--- config.mk ---
export PLATFORM = sky130hd
export DESIGN_NAME = tef_formatter
export DESIGN_NICKNAME = d
export VERILOG_FILES = /design/src/design/tef_pkg.sv /design/src/design/tef_formatter.sv
export VERILOG_INCLUDE_DIRS = /design/src /design/src/design
export SDC_FILE = /design/constraint.sdc
export NUM_CORES = 1
export LEC_CHECK = 0
export BUFFER_PORTS_ARGS = -buffer_cell sky130_fd_sc_hd__clkbuf_2
export CAP_MARGIN = 20
export CORE_MARGIN = 10
export CORE_UTILIZATION = 35
export DETAILED_ROUTE_END_ITERATION = 8
export GPL_TIMING_DRIVEN = 0
export HOLD_SLACK_MARGIN = 0.05
export PLACE_DENSITY = 0.65
export SYNTH_ARGS = -nofsm -noshare
export SYNTH_HDL_FRONTEND = slang
export SYNTH_SLANG_ARGS = --single-unit
--- constraint.sdc ---
create_clock -name clk -period 4.9 [get_ports clk]
set_input_delay 0.49 -clock clk [delete_from_list [all_inputs] [get_ports clk]]
set_output_delay 0.49 -clock clk [all_outputs]
set_load 0.05 [all_outputs]
--- src/design/tef_map.svh ---
// offsets, field positions and counter steps of the trace entry formatter
`ifndef TEF_MAP_SVH
`define TEF_MAP_SVH

// register byte addresses
`define TEF_CTRL_OFS     12'h000
`define TEF_STAT_OFS     12'h004
`define TEF_CNT_OFS      12'h008

// control field positions
`define TEF_CTRL_MODE_LO 0
`define TEF_CTRL_STAMP   2
`define TEF_CTRL_RST     12'h000

// info byte field positions
`define TEF_INF_TYPE_LO  6
`define TEF_INF_CMP      3
`define TEF_INF_EEV      2
`define TEF_INF_PCV      2
`define TEF_INF_TSID     1
`define TEF_INF_OVF      0
`define TEF_INF_SIZE_LO  6
`define TEF_INF_DIR      5

// counter steps
`define TEF_STEP_ENTRY   1
`define TEF_STEP_LINE    2
`define TEF_STEP_STAMP   4

`endif

--- src/design/tef_pkg.sv ---
// types of the trace entry formatter
package tef_pkg;
    typedef enum logic [1:0] {
        TEF_MODE_NORMAL = 2'h0,
        TEF_MODE_DEDUP  = 2'h1,
        TEF_MODE_DETAIL = 2'h2
    } tef_mode_t;

    typedef enum logic [1:0] {
        TEF_ET_EVENT  = 2'h0,
        TEF_ET_VECTOR = 2'h1,
        TEF_ET_SOURCE = 2'h2,
        TEF_ET_DEST   = 2'h3
    } tef_etype_t;

    // change of flow record from the core
    typedef struct packed {
        logic       valid;
        tef_etype_t etype;
        logic [23:0] addr;
        logic       ext_event;
        logic       cmp_match;
        logic       stamp_ovf;
    } tef_cof_t;

    // data access record from the core
    typedef struct packed {
        logic        valid;
        logic [1:0]  size;
        logic        read;
        logic [23:0] addr;
        logic [31:0] data;
    } tef_acc_t;

    // one written trace line
    typedef struct packed {
        logic        valid;
        logic [63:0] data;
        logic [7:0]  counter;
    } tef_line_t;
endpackage

--- src/design/tef_formatter.sv ---
// trace entry formatter: builds trace buffer lines from core records
// What this block does
// normal/dedup info byte: type 7-6, comparator 3, event 2, overflow 0, rest zero.
// comparator flag is one only for comparator D caused entries.
// external event flag is one only when the event input caused the entry.
// overflow flag in bit 0 when a stamp counter overflow caused the entry.
// entry type 00 event, 01 vector, 10 branch source, 11 branch destination.
// dedup mode drops a source entry equal to the previous stored source.
// dedup mode keeps repeated destination and vector entries.
// dedup mode uses the normal line layout and info byte.
// detail mode records address, data and info of every access.
// detail line: data 7-4, info 3, address 2-0, counter plus 2.
// stamp line follows: stamp 7-6, reserved 5-4, info 3, pc 2-0.
// a valid pc in the stamp cycle is stored and flagged.
// stamp line written only if no access follows next cycle.
// access plus stamp line advances the counter by 4.
// stamp counter resets only when a stamp line is written.
// first data byte at lane chosen by low address bits, wrapping.
// detail info byte: size 7-6, direction 5, bits 4-0 zero.
// stamp info: 7-4 zero, comparator 3, pc valid 2, bit 1 one, overflow 0.
// size codes 00 8-bit, 01 16-bit, 10 24-bit, 11 32-bit.
// direction flag 0 on write, 1 on read.
// two entries per line in normal modes, counter advances per entry.
// event coinciding with a flow entry gives one entry with event flag.
// untouched data lanes of a detail line hold zero.
//
// Chosen here: the AXI4-Lite slave port and the placing of the registers.
`timescale 1ns/1ps
`include "tef_map.svh"
module tef_formatter
    import tef_pkg::*;
#(
    parameter int CNT_W = 8,
    parameter int TS_W  = 16
) (
    // clock and reset
    input  wire logic        clk,
    input  wire logic        rst_n,
    // axi4-lite slave
    input  wire logic [11:0] s_awaddr,
    input  wire logic        s_awvalid,
    output logic             s_awready,
    input  wire logic [31:0] s_wdata,
    input  wire logic [3:0]  s_wstrb,
    input  wire logic        s_wvalid,
    output logic             s_wready,
    output logic [1:0]       s_bresp,
    output logic             s_bvalid,
    input  wire logic        s_bready,
    input  wire logic [11:0] s_araddr,
    input  wire logic        s_arvalid,
    output logic             s_arready,
    output logic [31:0]      s_rdata,
    output logic [1:0]       s_rresp,
    output logic             s_rvalid,
    input  wire logic        s_rready,
    // core record stream
    input  wire tef_cof_t    cof_in,
    input  wire tef_acc_t    acc_in,
    input  wire logic        pc_valid,
    input  wire logic [23:0] pc_value,
    input  wire logic        ts_cmp_match,
    input  wire logic        ts_ovf,
    // trace line output
    output tef_line_t        line_out
);
    // the line counter and stamp fields of the line and count words are fixed width
    if (CNT_W != 8 || TS_W != 16) begin : g_bad_param
        $error("tef_formatter: unsupported parameter values");
    end

    // ---------------- register file ----------------
    logic [1:0]  mode_q;
    logic        stamp_en_q;
    logic        aw_hold_q, w_hold_q;
    logic [11:0] aw_addr_q;
    logic [31:0] w_data_q;
    logic [3:0]  w_strb_q;
    logic [CNT_W-1:0] cnt_q;
    logic [31:0] drop_cnt_q;
    logic [TS_W-1:0] ts_q;

    // address and data may arrive in either order
    assign s_awready = !aw_hold_q && !s_bvalid;
    assign s_wready  = !w_hold_q && !s_bvalid;
    assign s_bresp   = 2'h0;

    always_ff @(posedge clk or negedge rst_n) begin
        if (!rst_n) begin
            aw_hold_q <= 1'b0;
            w_hold_q  <= 1'b0;
            aw_addr_q <= 12'h000;
            w_data_q  <= 32'h0000_0000;
            w_strb_q  <= 4'h0;
            s_bvalid  <= 1'b0;
        end else begin
            if (s_awvalid && s_awready) begin
                aw_hold_q <= 1'b1;
                aw_addr_q <= s_awaddr;
            end
            if (s_wvalid && s_wready) begin
                w_hold_q <= 1'b1;
                w_data_q <= s_wdata;
                w_strb_q <= s_wstrb;
            end
            if (aw_hold_q && w_hold_q) begin
                aw_hold_q <= 1'b0;
                w_hold_q  <= 1'b0;
                s_bvalid  <= 1'b1;
            end
            if (s_bvalid && s_bready) begin
                s_bvalid <= 1'b0;
            end
        end
    end

    // control register; unmapped writes are accepted and dropped
    always_ff @(posedge clk or negedge rst_n) begin
        if (!rst_n) begin
            mode_q     <= 2'h0;
            stamp_en_q <= 1'b0;
        end else if (aw_hold_q && w_hold_q && aw_addr_q == `TEF_CTRL_OFS && w_strb_q[0]) begin
            mode_q     <= w_data_q[`TEF_CTRL_MODE_LO +: 2];
            stamp_en_q <= w_data_q[`TEF_CTRL_STAMP];
        end
    end

    // read channel, one cycle after the address is taken
    assign s_arready = !s_rvalid;
    assign s_rresp   = 2'h0;
    always_ff @(posedge clk or negedge rst_n) begin
        if (!rst_n) begin
            s_rvalid <= 1'b0;
            s_rdata  <= 32'h0000_0000;
        end else if (s_arvalid && s_arready) begin
            s_rvalid <= 1'b1;
            unique case (s_araddr)
                `TEF_CTRL_OFS: s_rdata <= {29'h0, stamp_en_q, mode_q};
                `TEF_STAT_OFS: s_rdata <= drop_cnt_q;
                `TEF_CNT_OFS:  s_rdata <= {ts_q, 8'h00, cnt_q};
                default:       s_rdata <= 32'h0000_0000;
            endcase
        end else if (s_rvalid && s_rready) begin
            s_rvalid <= 1'b0;
        end
    end

    // ---------------- flow entries (normal and dedup) ----------------
    logic        flow_mode;
    logic        is_dup;
    logic        flow_take;
    logic [7:0]  cof_info;
    logic [23:0] last_src_q;
    logic        last_src_v_q;
    logic [31:0] half_q;
    logic        half_full_q;

    assign flow_mode = (mode_q == TEF_MODE_NORMAL) || (mode_q == TEF_MODE_DEDUP);
    // only sources are compared; destinations and vectors always pass
    assign is_dup = (mode_q == TEF_MODE_DEDUP) && (cof_in.etype == TEF_ET_SOURCE)
                    && last_src_v_q && (last_src_q == cof_in.addr);
    assign flow_take = flow_mode && cof_in.valid && !is_dup;
    // one record carries both flow and event, so a coincidence is one entry
    assign cof_info = {cof_in.etype, 2'b00, cof_in.cmp_match,
                       cof_in.ext_event, 1'b0, cof_in.stamp_ovf};

    // remember the last stored source address
    always_ff @(posedge clk or negedge rst_n) begin
        if (!rst_n) begin
            last_src_q   <= 24'h000000;
            last_src_v_q <= 1'b0;
        end else if (!flow_mode) begin
            last_src_v_q <= 1'b0;
        end else if (flow_take && cof_in.etype == TEF_ET_SOURCE) begin
            last_src_q   <= cof_in.addr;
            last_src_v_q <= 1'b1;
        end
    end

    // count dropped duplicates for software
    always_ff @(posedge clk or negedge rst_n) begin
        if (!rst_n) begin
            drop_cnt_q <= 32'h0000_0000;
        end else if (flow_mode && cof_in.valid && is_dup) begin
            drop_cnt_q <= drop_cnt_q + 32'h0000_0001;
        end
    end

    // first entry of a pair waits for its partner in the low half
    always_ff @(posedge clk or negedge rst_n) begin
        if (!rst_n) begin
            half_q      <= 32'h0000_0000;
            half_full_q <= 1'b0;
        end else if (!flow_mode) begin
            half_full_q <= 1'b0;
        end else if (flow_take) begin
            half_q      <= {cof_info, cof_in.addr};
            half_full_q <= !half_full_q;
        end
    end

    // ---------------- detail mode ----------------
    logic        det_mode;
    logic        acc_take;
    logic [31:0] lanes;
    logic [7:0]  acc_info;
    logic        pend_q;
    logic [7:0]  pend_info_q;
    logic        pend_pcv_q;
    logic [23:0] pend_pc_q;
    logic        pend_cmp_q, pend_ovf_q;
    logic        ts_write;

    assign det_mode = (mode_q == TEF_MODE_DETAIL);
    assign acc_take = det_mode && acc_in.valid;
    assign acc_info = {acc_in.size, acc_in.read, 5'h00};

    // rotate bytes so the first lands at the lane of the low address bits
    always_comb begin
        logic [7:0] b [4];
        logic [1:0] lane;
        lane = 2'h0;
        for (int i = 0; i < 4; i++) begin
            b[i] = 8'h00;
        end
        lanes = 32'h0000_0000;
        for (int k = 0; k < 4; k++) begin
            b[k] = acc_in.data[8*(3-k) +: 8];
        end
        for (int k = 0; k < 4; k++) begin
            lane = 2'(acc_in.addr[1:0] + 2'(k));
            if (k <= int'(acc_in.size)) begin
                lanes[8*(3-lane) +: 8] = b[k];
            end
        end
    end

    // stamp line waits one cycle to see whether another access follows
    always_ff @(posedge clk or negedge rst_n) begin
        if (!rst_n) begin
            pend_q      <= 1'b0;
            pend_info_q <= 8'h00;
            pend_pcv_q  <= 1'b0;
            pend_pc_q   <= 24'h000000;
            pend_cmp_q  <= 1'b0;
            pend_ovf_q  <= 1'b0;
        end else begin
            pend_q      <= acc_take && stamp_en_q;
            pend_pcv_q  <= pc_valid;
            pend_pc_q   <= pc_valid ? pc_value : 24'h000000;
            pend_cmp_q  <= ts_cmp_match;
            pend_ovf_q  <= ts_ovf;
            pend_info_q <= acc_info;
        end
    end

    assign ts_write = pend_q && !acc_take && det_mode;

    // stamp counter, cleared only by a stamp line
    always_ff @(posedge clk or negedge rst_n) begin
        if (!rst_n) begin
            ts_q <= 16'h0000;
        end else if (ts_write) begin
            ts_q <= 16'h0000;
        end else begin
            ts_q <= ts_q + 16'h0001;
        end
    end

    // ---------------- line output and counter ----------------
    logic [7:0] ts_info;
    assign ts_info = {4'h0, pend_cmp_q, pend_pcv_q, 1'b1, pend_ovf_q};

    always_ff @(posedge clk or negedge rst_n) begin
        if (!rst_n) begin
            line_out <= '0;
            cnt_q    <= 8'h00;
        end else begin
            line_out.valid <= 1'b0;
            if (flow_take) begin
                cnt_q <= cnt_q + 8'(`TEF_STEP_ENTRY);
                if (half_full_q) begin
                    line_out.valid <= 1'b1;
                    line_out.data  <= {cof_info, cof_in.addr, half_q};
                    line_out.counter <= cnt_q + 8'(`TEF_STEP_ENTRY);
                end
            end else if (acc_take) begin
                // an access line takes 2; a stamp line adds 2 more, 4 in all
                cnt_q <= cnt_q + 8'(`TEF_STEP_LINE);
                line_out.valid   <= 1'b1;
                line_out.data    <= {lanes, acc_info, acc_in.addr};
                line_out.counter <= cnt_q + 8'(`TEF_STEP_LINE);
            end else if (ts_write) begin
                cnt_q <= cnt_q + 8'(`TEF_STEP_LINE);
                line_out.valid   <= 1'b1;
                line_out.data    <= {ts_q, 16'h0000, ts_info, pend_pc_q};
                line_out.counter <= cnt_q + 8'(`TEF_STEP_LINE);
            end
        end
    end

    // ---------------- assertions ----------------
    flow_info_zero_a: assert property (@(posedge clk) disable iff (!rst_n)
        (flow_take && half_full_q) |=> (line_out.data[61:60] == 2'b00
                                        && line_out.data[57] == 1'b0))
        else $error("flow info byte reserved bits not zero");
    flow_pair_line_a: assert property (@(posedge clk) disable iff (!rst_n)
        (flow_take && !half_full_q) |=> !line_out.valid)
        else $error("line written after single flow entry");
    dup_dropped_a: assert property (@(posedge clk) disable iff (!rst_n)
        (mode_q == TEF_MODE_DEDUP && cof_in.valid && cof_in.etype == TEF_ET_SOURCE
         && last_src_v_q && last_src_q == cof_in.addr) |=> $stable(cnt_q))
        else $error("duplicate source was stored");
    dest_kept_a: assert property (@(posedge clk) disable iff (!rst_n)
        (mode_q == TEF_MODE_DEDUP && cof_in.valid && cof_in.etype == TEF_ET_DEST)
        |=> cnt_q == $past(cnt_q) + 8'h01)
        else $error("destination entry not stored");
    acc_line_a: assert property (@(posedge clk) disable iff (!rst_n)
        acc_take |=> (line_out.valid && line_out.data[23:0] == $past(acc_in.addr)
                      && line_out.data[28:24] == 5'h00))
        else $error("access line layout wrong");
    stamp_follow_a: assert property (@(posedge clk) disable iff (!rst_n)
        (acc_take && stamp_en_q) ##1 (det_mode && !acc_in.valid)
        |=> (line_out.valid && line_out.data[25] && ts_q == 16'h0000))
        else $error("stamp line missing after lone access");
    stamp_step_a: assert property (@(posedge clk) disable iff (!rst_n)
        (acc_take && stamp_en_q) ##1 (det_mode && !acc_in.valid)
        |=> cnt_q == $past(cnt_q, 2) + 8'h04)
        else $error("access plus stamp did not advance by 4");
    lane_zero_a: assert property (@(posedge clk) disable iff (!rst_n)
        (acc_take && acc_in.size == 2'h0 && acc_in.addr[1:0] == 2'h0)
        |=> line_out.data[55:32] == 24'h000000)
        else $error("untouched lanes not zero");
    type_field_a: assert property (@(posedge clk) disable iff (!rst_n)
        (flow_take && half_full_q) |=> line_out.data[63:62] == $past(cof_in.etype))
        else $error("entry type field wrong");
    cmp_flag_a: assert property (@(posedge clk) disable iff (!rst_n)
        (flow_take && half_full_q) |=> line_out.data[59] == $past(cof_in.cmp_match))
        else $error("comparator flag wrong");
    event_flag_a: assert property (@(posedge clk) disable iff (!rst_n)
        (flow_take && half_full_q) |=> line_out.data[58] == $past(cof_in.ext_event))
        else $error("external event flag wrong");
    ovf_flag_a: assert property (@(posedge clk) disable iff (!rst_n)
        (flow_take && half_full_q) |=> line_out.data[56] == $past(cof_in.stamp_ovf))
        else $error("overflow flag wrong");
    acc_info_a: assert property (@(posedge clk) disable iff (!rst_n)
        acc_take |=> line_out.data[31:24] == {$past(acc_in.size), $past(acc_in.read), 5'h00})
        else $error("access info byte wrong");
    stamp_info_a: assert property (@(posedge clk) disable iff (!rst_n)
        ts_write |=> (line_out.data[31:28] == 4'h0 && line_out.data[25] == 1'b1))
        else $error("stamp info byte wrong");
    stamp_pc_a: assert property (@(posedge clk) disable iff (!rst_n)
        (acc_take && stamp_en_q && pc_valid) ##1 (det_mode && !acc_in.valid)
        |=> (line_out.data[26] && line_out.data[23:0] == $past(pc_value, 2)))
        else $error("valid pc not stored on stamp line");
    stamp_run_a: assert property (@(posedge clk) disable iff (!rst_n)
        acc_take |=> ts_q == $past(ts_q) + 16'h0001)
        else $error("stamp counter cleared by access line");
    b2b_suppress_a: assert property (@(posedge clk) disable iff (!rst_n)
        (acc_take && stamp_en_q) ##1 acc_take |=> (line_out.valid && !line_out.data[25]))
        else $error("stamp line written between back to back accesses");
    lane_wrap_a: assert property (@(posedge clk) disable iff (!rst_n)
        (acc_take && acc_in.size == 2'h3 && acc_in.addr[1:0] == 2'h1)
        |=> (line_out.data[63:56] == $past(acc_in.data[7:0])
             && line_out.data[55:48] == $past(acc_in.data[31:24])))
        else $error("data lanes not wrapped");

    cov_pair_c:   cover property (@(posedge clk) disable iff (!rst_n)
        flow_take && half_full_q);
    cov_dup_c:    cover property (@(posedge clk) disable iff (!rst_n)
        flow_mode && cof_in.valid && is_dup);
    cov_stamp_c:  cover property (@(posedge clk) disable iff (!rst_n) ts_write);
    cov_b2b_c:    cover property (@(posedge clk) disable iff (!rst_n)
        acc_take && pend_q);
    // event folded into a flow entry rather than a second entry
    cov_event_c:  cover property (@(posedge clk) disable iff (!rst_n)
        flow_take && cof_in.ext_event && cof_in.etype != TEF_ET_EVENT);
endmodule

==> qor.txt <==
Fmax achieved - 322 MHz
Min-Delay Path Class - in -> reg
DRT iter0 DRCs - 872
layout cells sized above 1 - 25.3%
starting density of the core - 35.7%
Root Driver - clkbuf_16
GRT overflow - 0
area of the multi-input gates - 0.00603 mm²
RSZ-0062 raised after global routing - no
worst hold slack - 0.0996 ns
initial antenna violation count - 1
most common cell after layout, fill and taps aside - dfrtp_1
Arrival @ worst endpoint - 3.61 ns
crit path kind - in -> reg
core footprint - 0.0368 mm²
crit-path max FO - 10
Worst Max-Slew Pin Slew - 0.866 ns
routability cong. - 0.962
# clock sinks - 266
post-synth cell types - 68
CTS tree - built
port bufs - 259
DR vias/cell - 5.50
buffers from clock root to sink, at most - 3
PostCTS Resize Cnt - 0
Final Hold Fails - 0
Area Overhead vs Synth - 23.2%
DIE WIDTH - 214 µm
die height - 214 µm
post-route clock period utilization - 63.5%
final number of setup-violating endpoints - 0
sequential share of the synthesized area - 50.8%
syn avg cell area - 10.2 µm²
Reg2Reg Depth - 8
Finished Cell Area - 0.0162 mm²
DR vias - 11,400
Main synth FF type - dfrtp_1
crit end category - flip-flop
GRT Total Usage - 19.8%
Syn Std Cell Area - 0.0131 mm²
Routed Antenna Nets - 0
#FFs+latches synth - 266
Max transition margin - 41.7%
most frequent cells in the layout - dfrtp_1, clkbuf_2, nand2_1
Area contributors post-synth - dfrtp_1, mux2_2, a22oi_1, nand2_1, nand3_1
nets - 1,785
largest net degree at the start of global routing - 110
global-route wire length before repair - 69,700 µm
Routed WL - 45,900 µm
area leader, netlist - dfrtp_1
Detailed Routing Iterations Pass 1 - 5
# rows - 70
Worst EP required - 5.40 ns
reg-to-reg setup timing slack - 1.92 ns
FILL cells - 3,630
Async SR Flop Fraction - 100%
Antenna diodes - 0
HPWL after DPL - 35,700 µm
Clock transition at path regs - 0.06 ns
status - finished clean
IO Count - 298
Gate Count Post-Synth - 1,287
total area of sequential cells - 0.00666 mm²
CTS buffer count - 31
Final min period - 3.11 ns
number of remaining DRC errors - 0
Worst Skew - 0.0192 ns
WL/cell - 22.1 µm
setup TNS - 0 ns
WHS Path Cells - 2
vias in the first global route - 11,700
post-synth top area share - 50.8%
DP Area - 0.0151 mm²
number of synthesis warnings - 0
worst vdd ir - 0.000361 V
Max Cap Viol - 0
full die area - 0.0456 mm²
Leak Pwr - 0.00733 µW
Worst Setup Start Kind - input pin
Pwr per Cell Area - 495 mW/mm²
CTS H-Tree Depth - 1
Post-synth EDFFs - 0
Max Slew Vio Count - 0
Skew-Pair Late Insertion Delay - 0.58 ns
==> repair_timing <==
| action | CTS | global route |
|---|---|---|
| buffers inserted | 0 | 0 |
| hold buffers | 3 | 0 |
| endpoints found under the hold margin | 70 | 0 |
==> Yosys cell counts (5+ instances only) <==
master / n
a221o_1: 7
nand2_1: 124
a21o_1: 5
ha_1: 12
nor2_1: 62
a222oi_1: 5
nand2b_1: 25
xnor2_1: 40
a32oi_1: 7
o21ai_0: 68
dfrtp_1: 266
nand3_1: 87
and3_1: 17
nand4_1: 16
mux2i_1: 7
o22ai_1: 21
clkbuf_1: 69
o211ai_1: 8
a221oi_1: 9
mux2_1: 6
and2_1: 35
nor3_1: 28
mux2_2: 67
nor2b_1: 20
a22o_1: 7
buf_4: 8
buf_2: 9
a2bb2oi_1: 5
inv_1: 19
a21oi_1: 40
nor4_1: 12
xor2_1: 35
a22oi_1: 72
==> critical path, cell delays in order <==
cell      delay, ns
clkbuf_2       0.16
buf_2          0.27
inv_1          0.18
ha_1           0.37
clkbuf_1       0.44
o2111a_1       0.35
nor2b_1        0.44
a221oi_1       0.17
nor4_1         0.42
a221oi_1       0.11
a21oi_1        0.19
==> logic make-up (layout without fill, tap and decap cells) <==
kind of cell	Yosys count	in the layout	share of synthesized area, %
XOR/XNOR	75	75	5.01
flip-flops	266	266	50.8
adder cells (fa/ha/maj)	12	12	1.14
AO/OA/AOI/OAI	288	288	14.9
AND/OR/NAND/NOR	457	457	17.9
multiplexers	80	80	6.80
other	1	5	0.0286
buffers and inverters	108	430	3.41
==> layer usage <==
layer | routed length, µm | up-vias | global-route usage, % | part of all wire [%]
met5 | 81 | - | 1.22 | 0.18
met4 | 1140 | 4 | 5.43 | 2.5
met3 | 4430 | 67 | 5.80 | 9.6
met2 | 20700 | 467 | 30.9 | 45
met1 | 19600 | 5654 | 26.2 | 43
li1 | - | 5252 | - | -
==> per-stage QoR <==
step | instances | setup WS (ns) | utilization [%] | power [µW]
floorplan | 1291 | 2.36 | - | 4780
global route | 2081 | 1.60 | 43.9 | 8370
global placement | 2018 | -2.33 | 40.8 | 5610
finish | 2081 | 1.79 | 43.9 | 7990
CTS | 2080 | 1.79 | 43.9 | 8060
detailed placement | 2020 | 1.19 | 41.0 | 5660
==> power by group <==
group	leakage [µW]	total (µW)	internal [µW]	switching (µW)
Sequential	0.00333	2940	2650	282
Clock	0.000514	2370	1430	945
Combinational	0.00348	2680	745	1940
==> state kept, by name, indices dropped and copies added (netlist names), 2 cells and up <==
name        count
aw_addr_q      12
cnt_q           8
last_src_q     24
drop_cnt_q     32
line_out       72
w_data_q        3
ts_q           16
pend_pc_q      24
half_q         29
s_rdata        32
mode_q          2
==> cell type report <==
| cell class | instances | area share, % |
|---|---|---|
| Sequential cell | 266 | 41.2 |
| Multi-Input combinational cell | 917 | 37.3 |
| Timing Repair Buffer | 265 | 8.63 |
| Clock buffer | 45 | 5.56 |
| Tap cell | 468 | 3.62 |
| Buffer | 89 | 2.32 |
| Clock inverter | 12 | 0.952 |
| Inverter | 19 | 0.441 |
==> path summary, 6_finish.rpt <==
check / start / endpoint
max in group asynchronous: rst_n / line_out[33]$_DFFE_PN0P_
min in group asynchronous: rst_n / aw_addr_q[1]$_DFFE_PN0P_
worst min register to register: drop_cnt_q[31]$_DFFE_PN0P_ / drop_cnt_q[31]$_DFFE_PN0P_
worst max-delay path: acc_in[32] / line_out[55]$_DFFE_PN0P_
worst min-delay path: s_bready / s_bvalid$_DFFE_PN0P_
worst max register to register: last_src_q[20]$_DFFE_PN0P_ / line_out[61]$_DFFE_PN0P_
No activity file was read; power rests on OpenSTA's default activity.
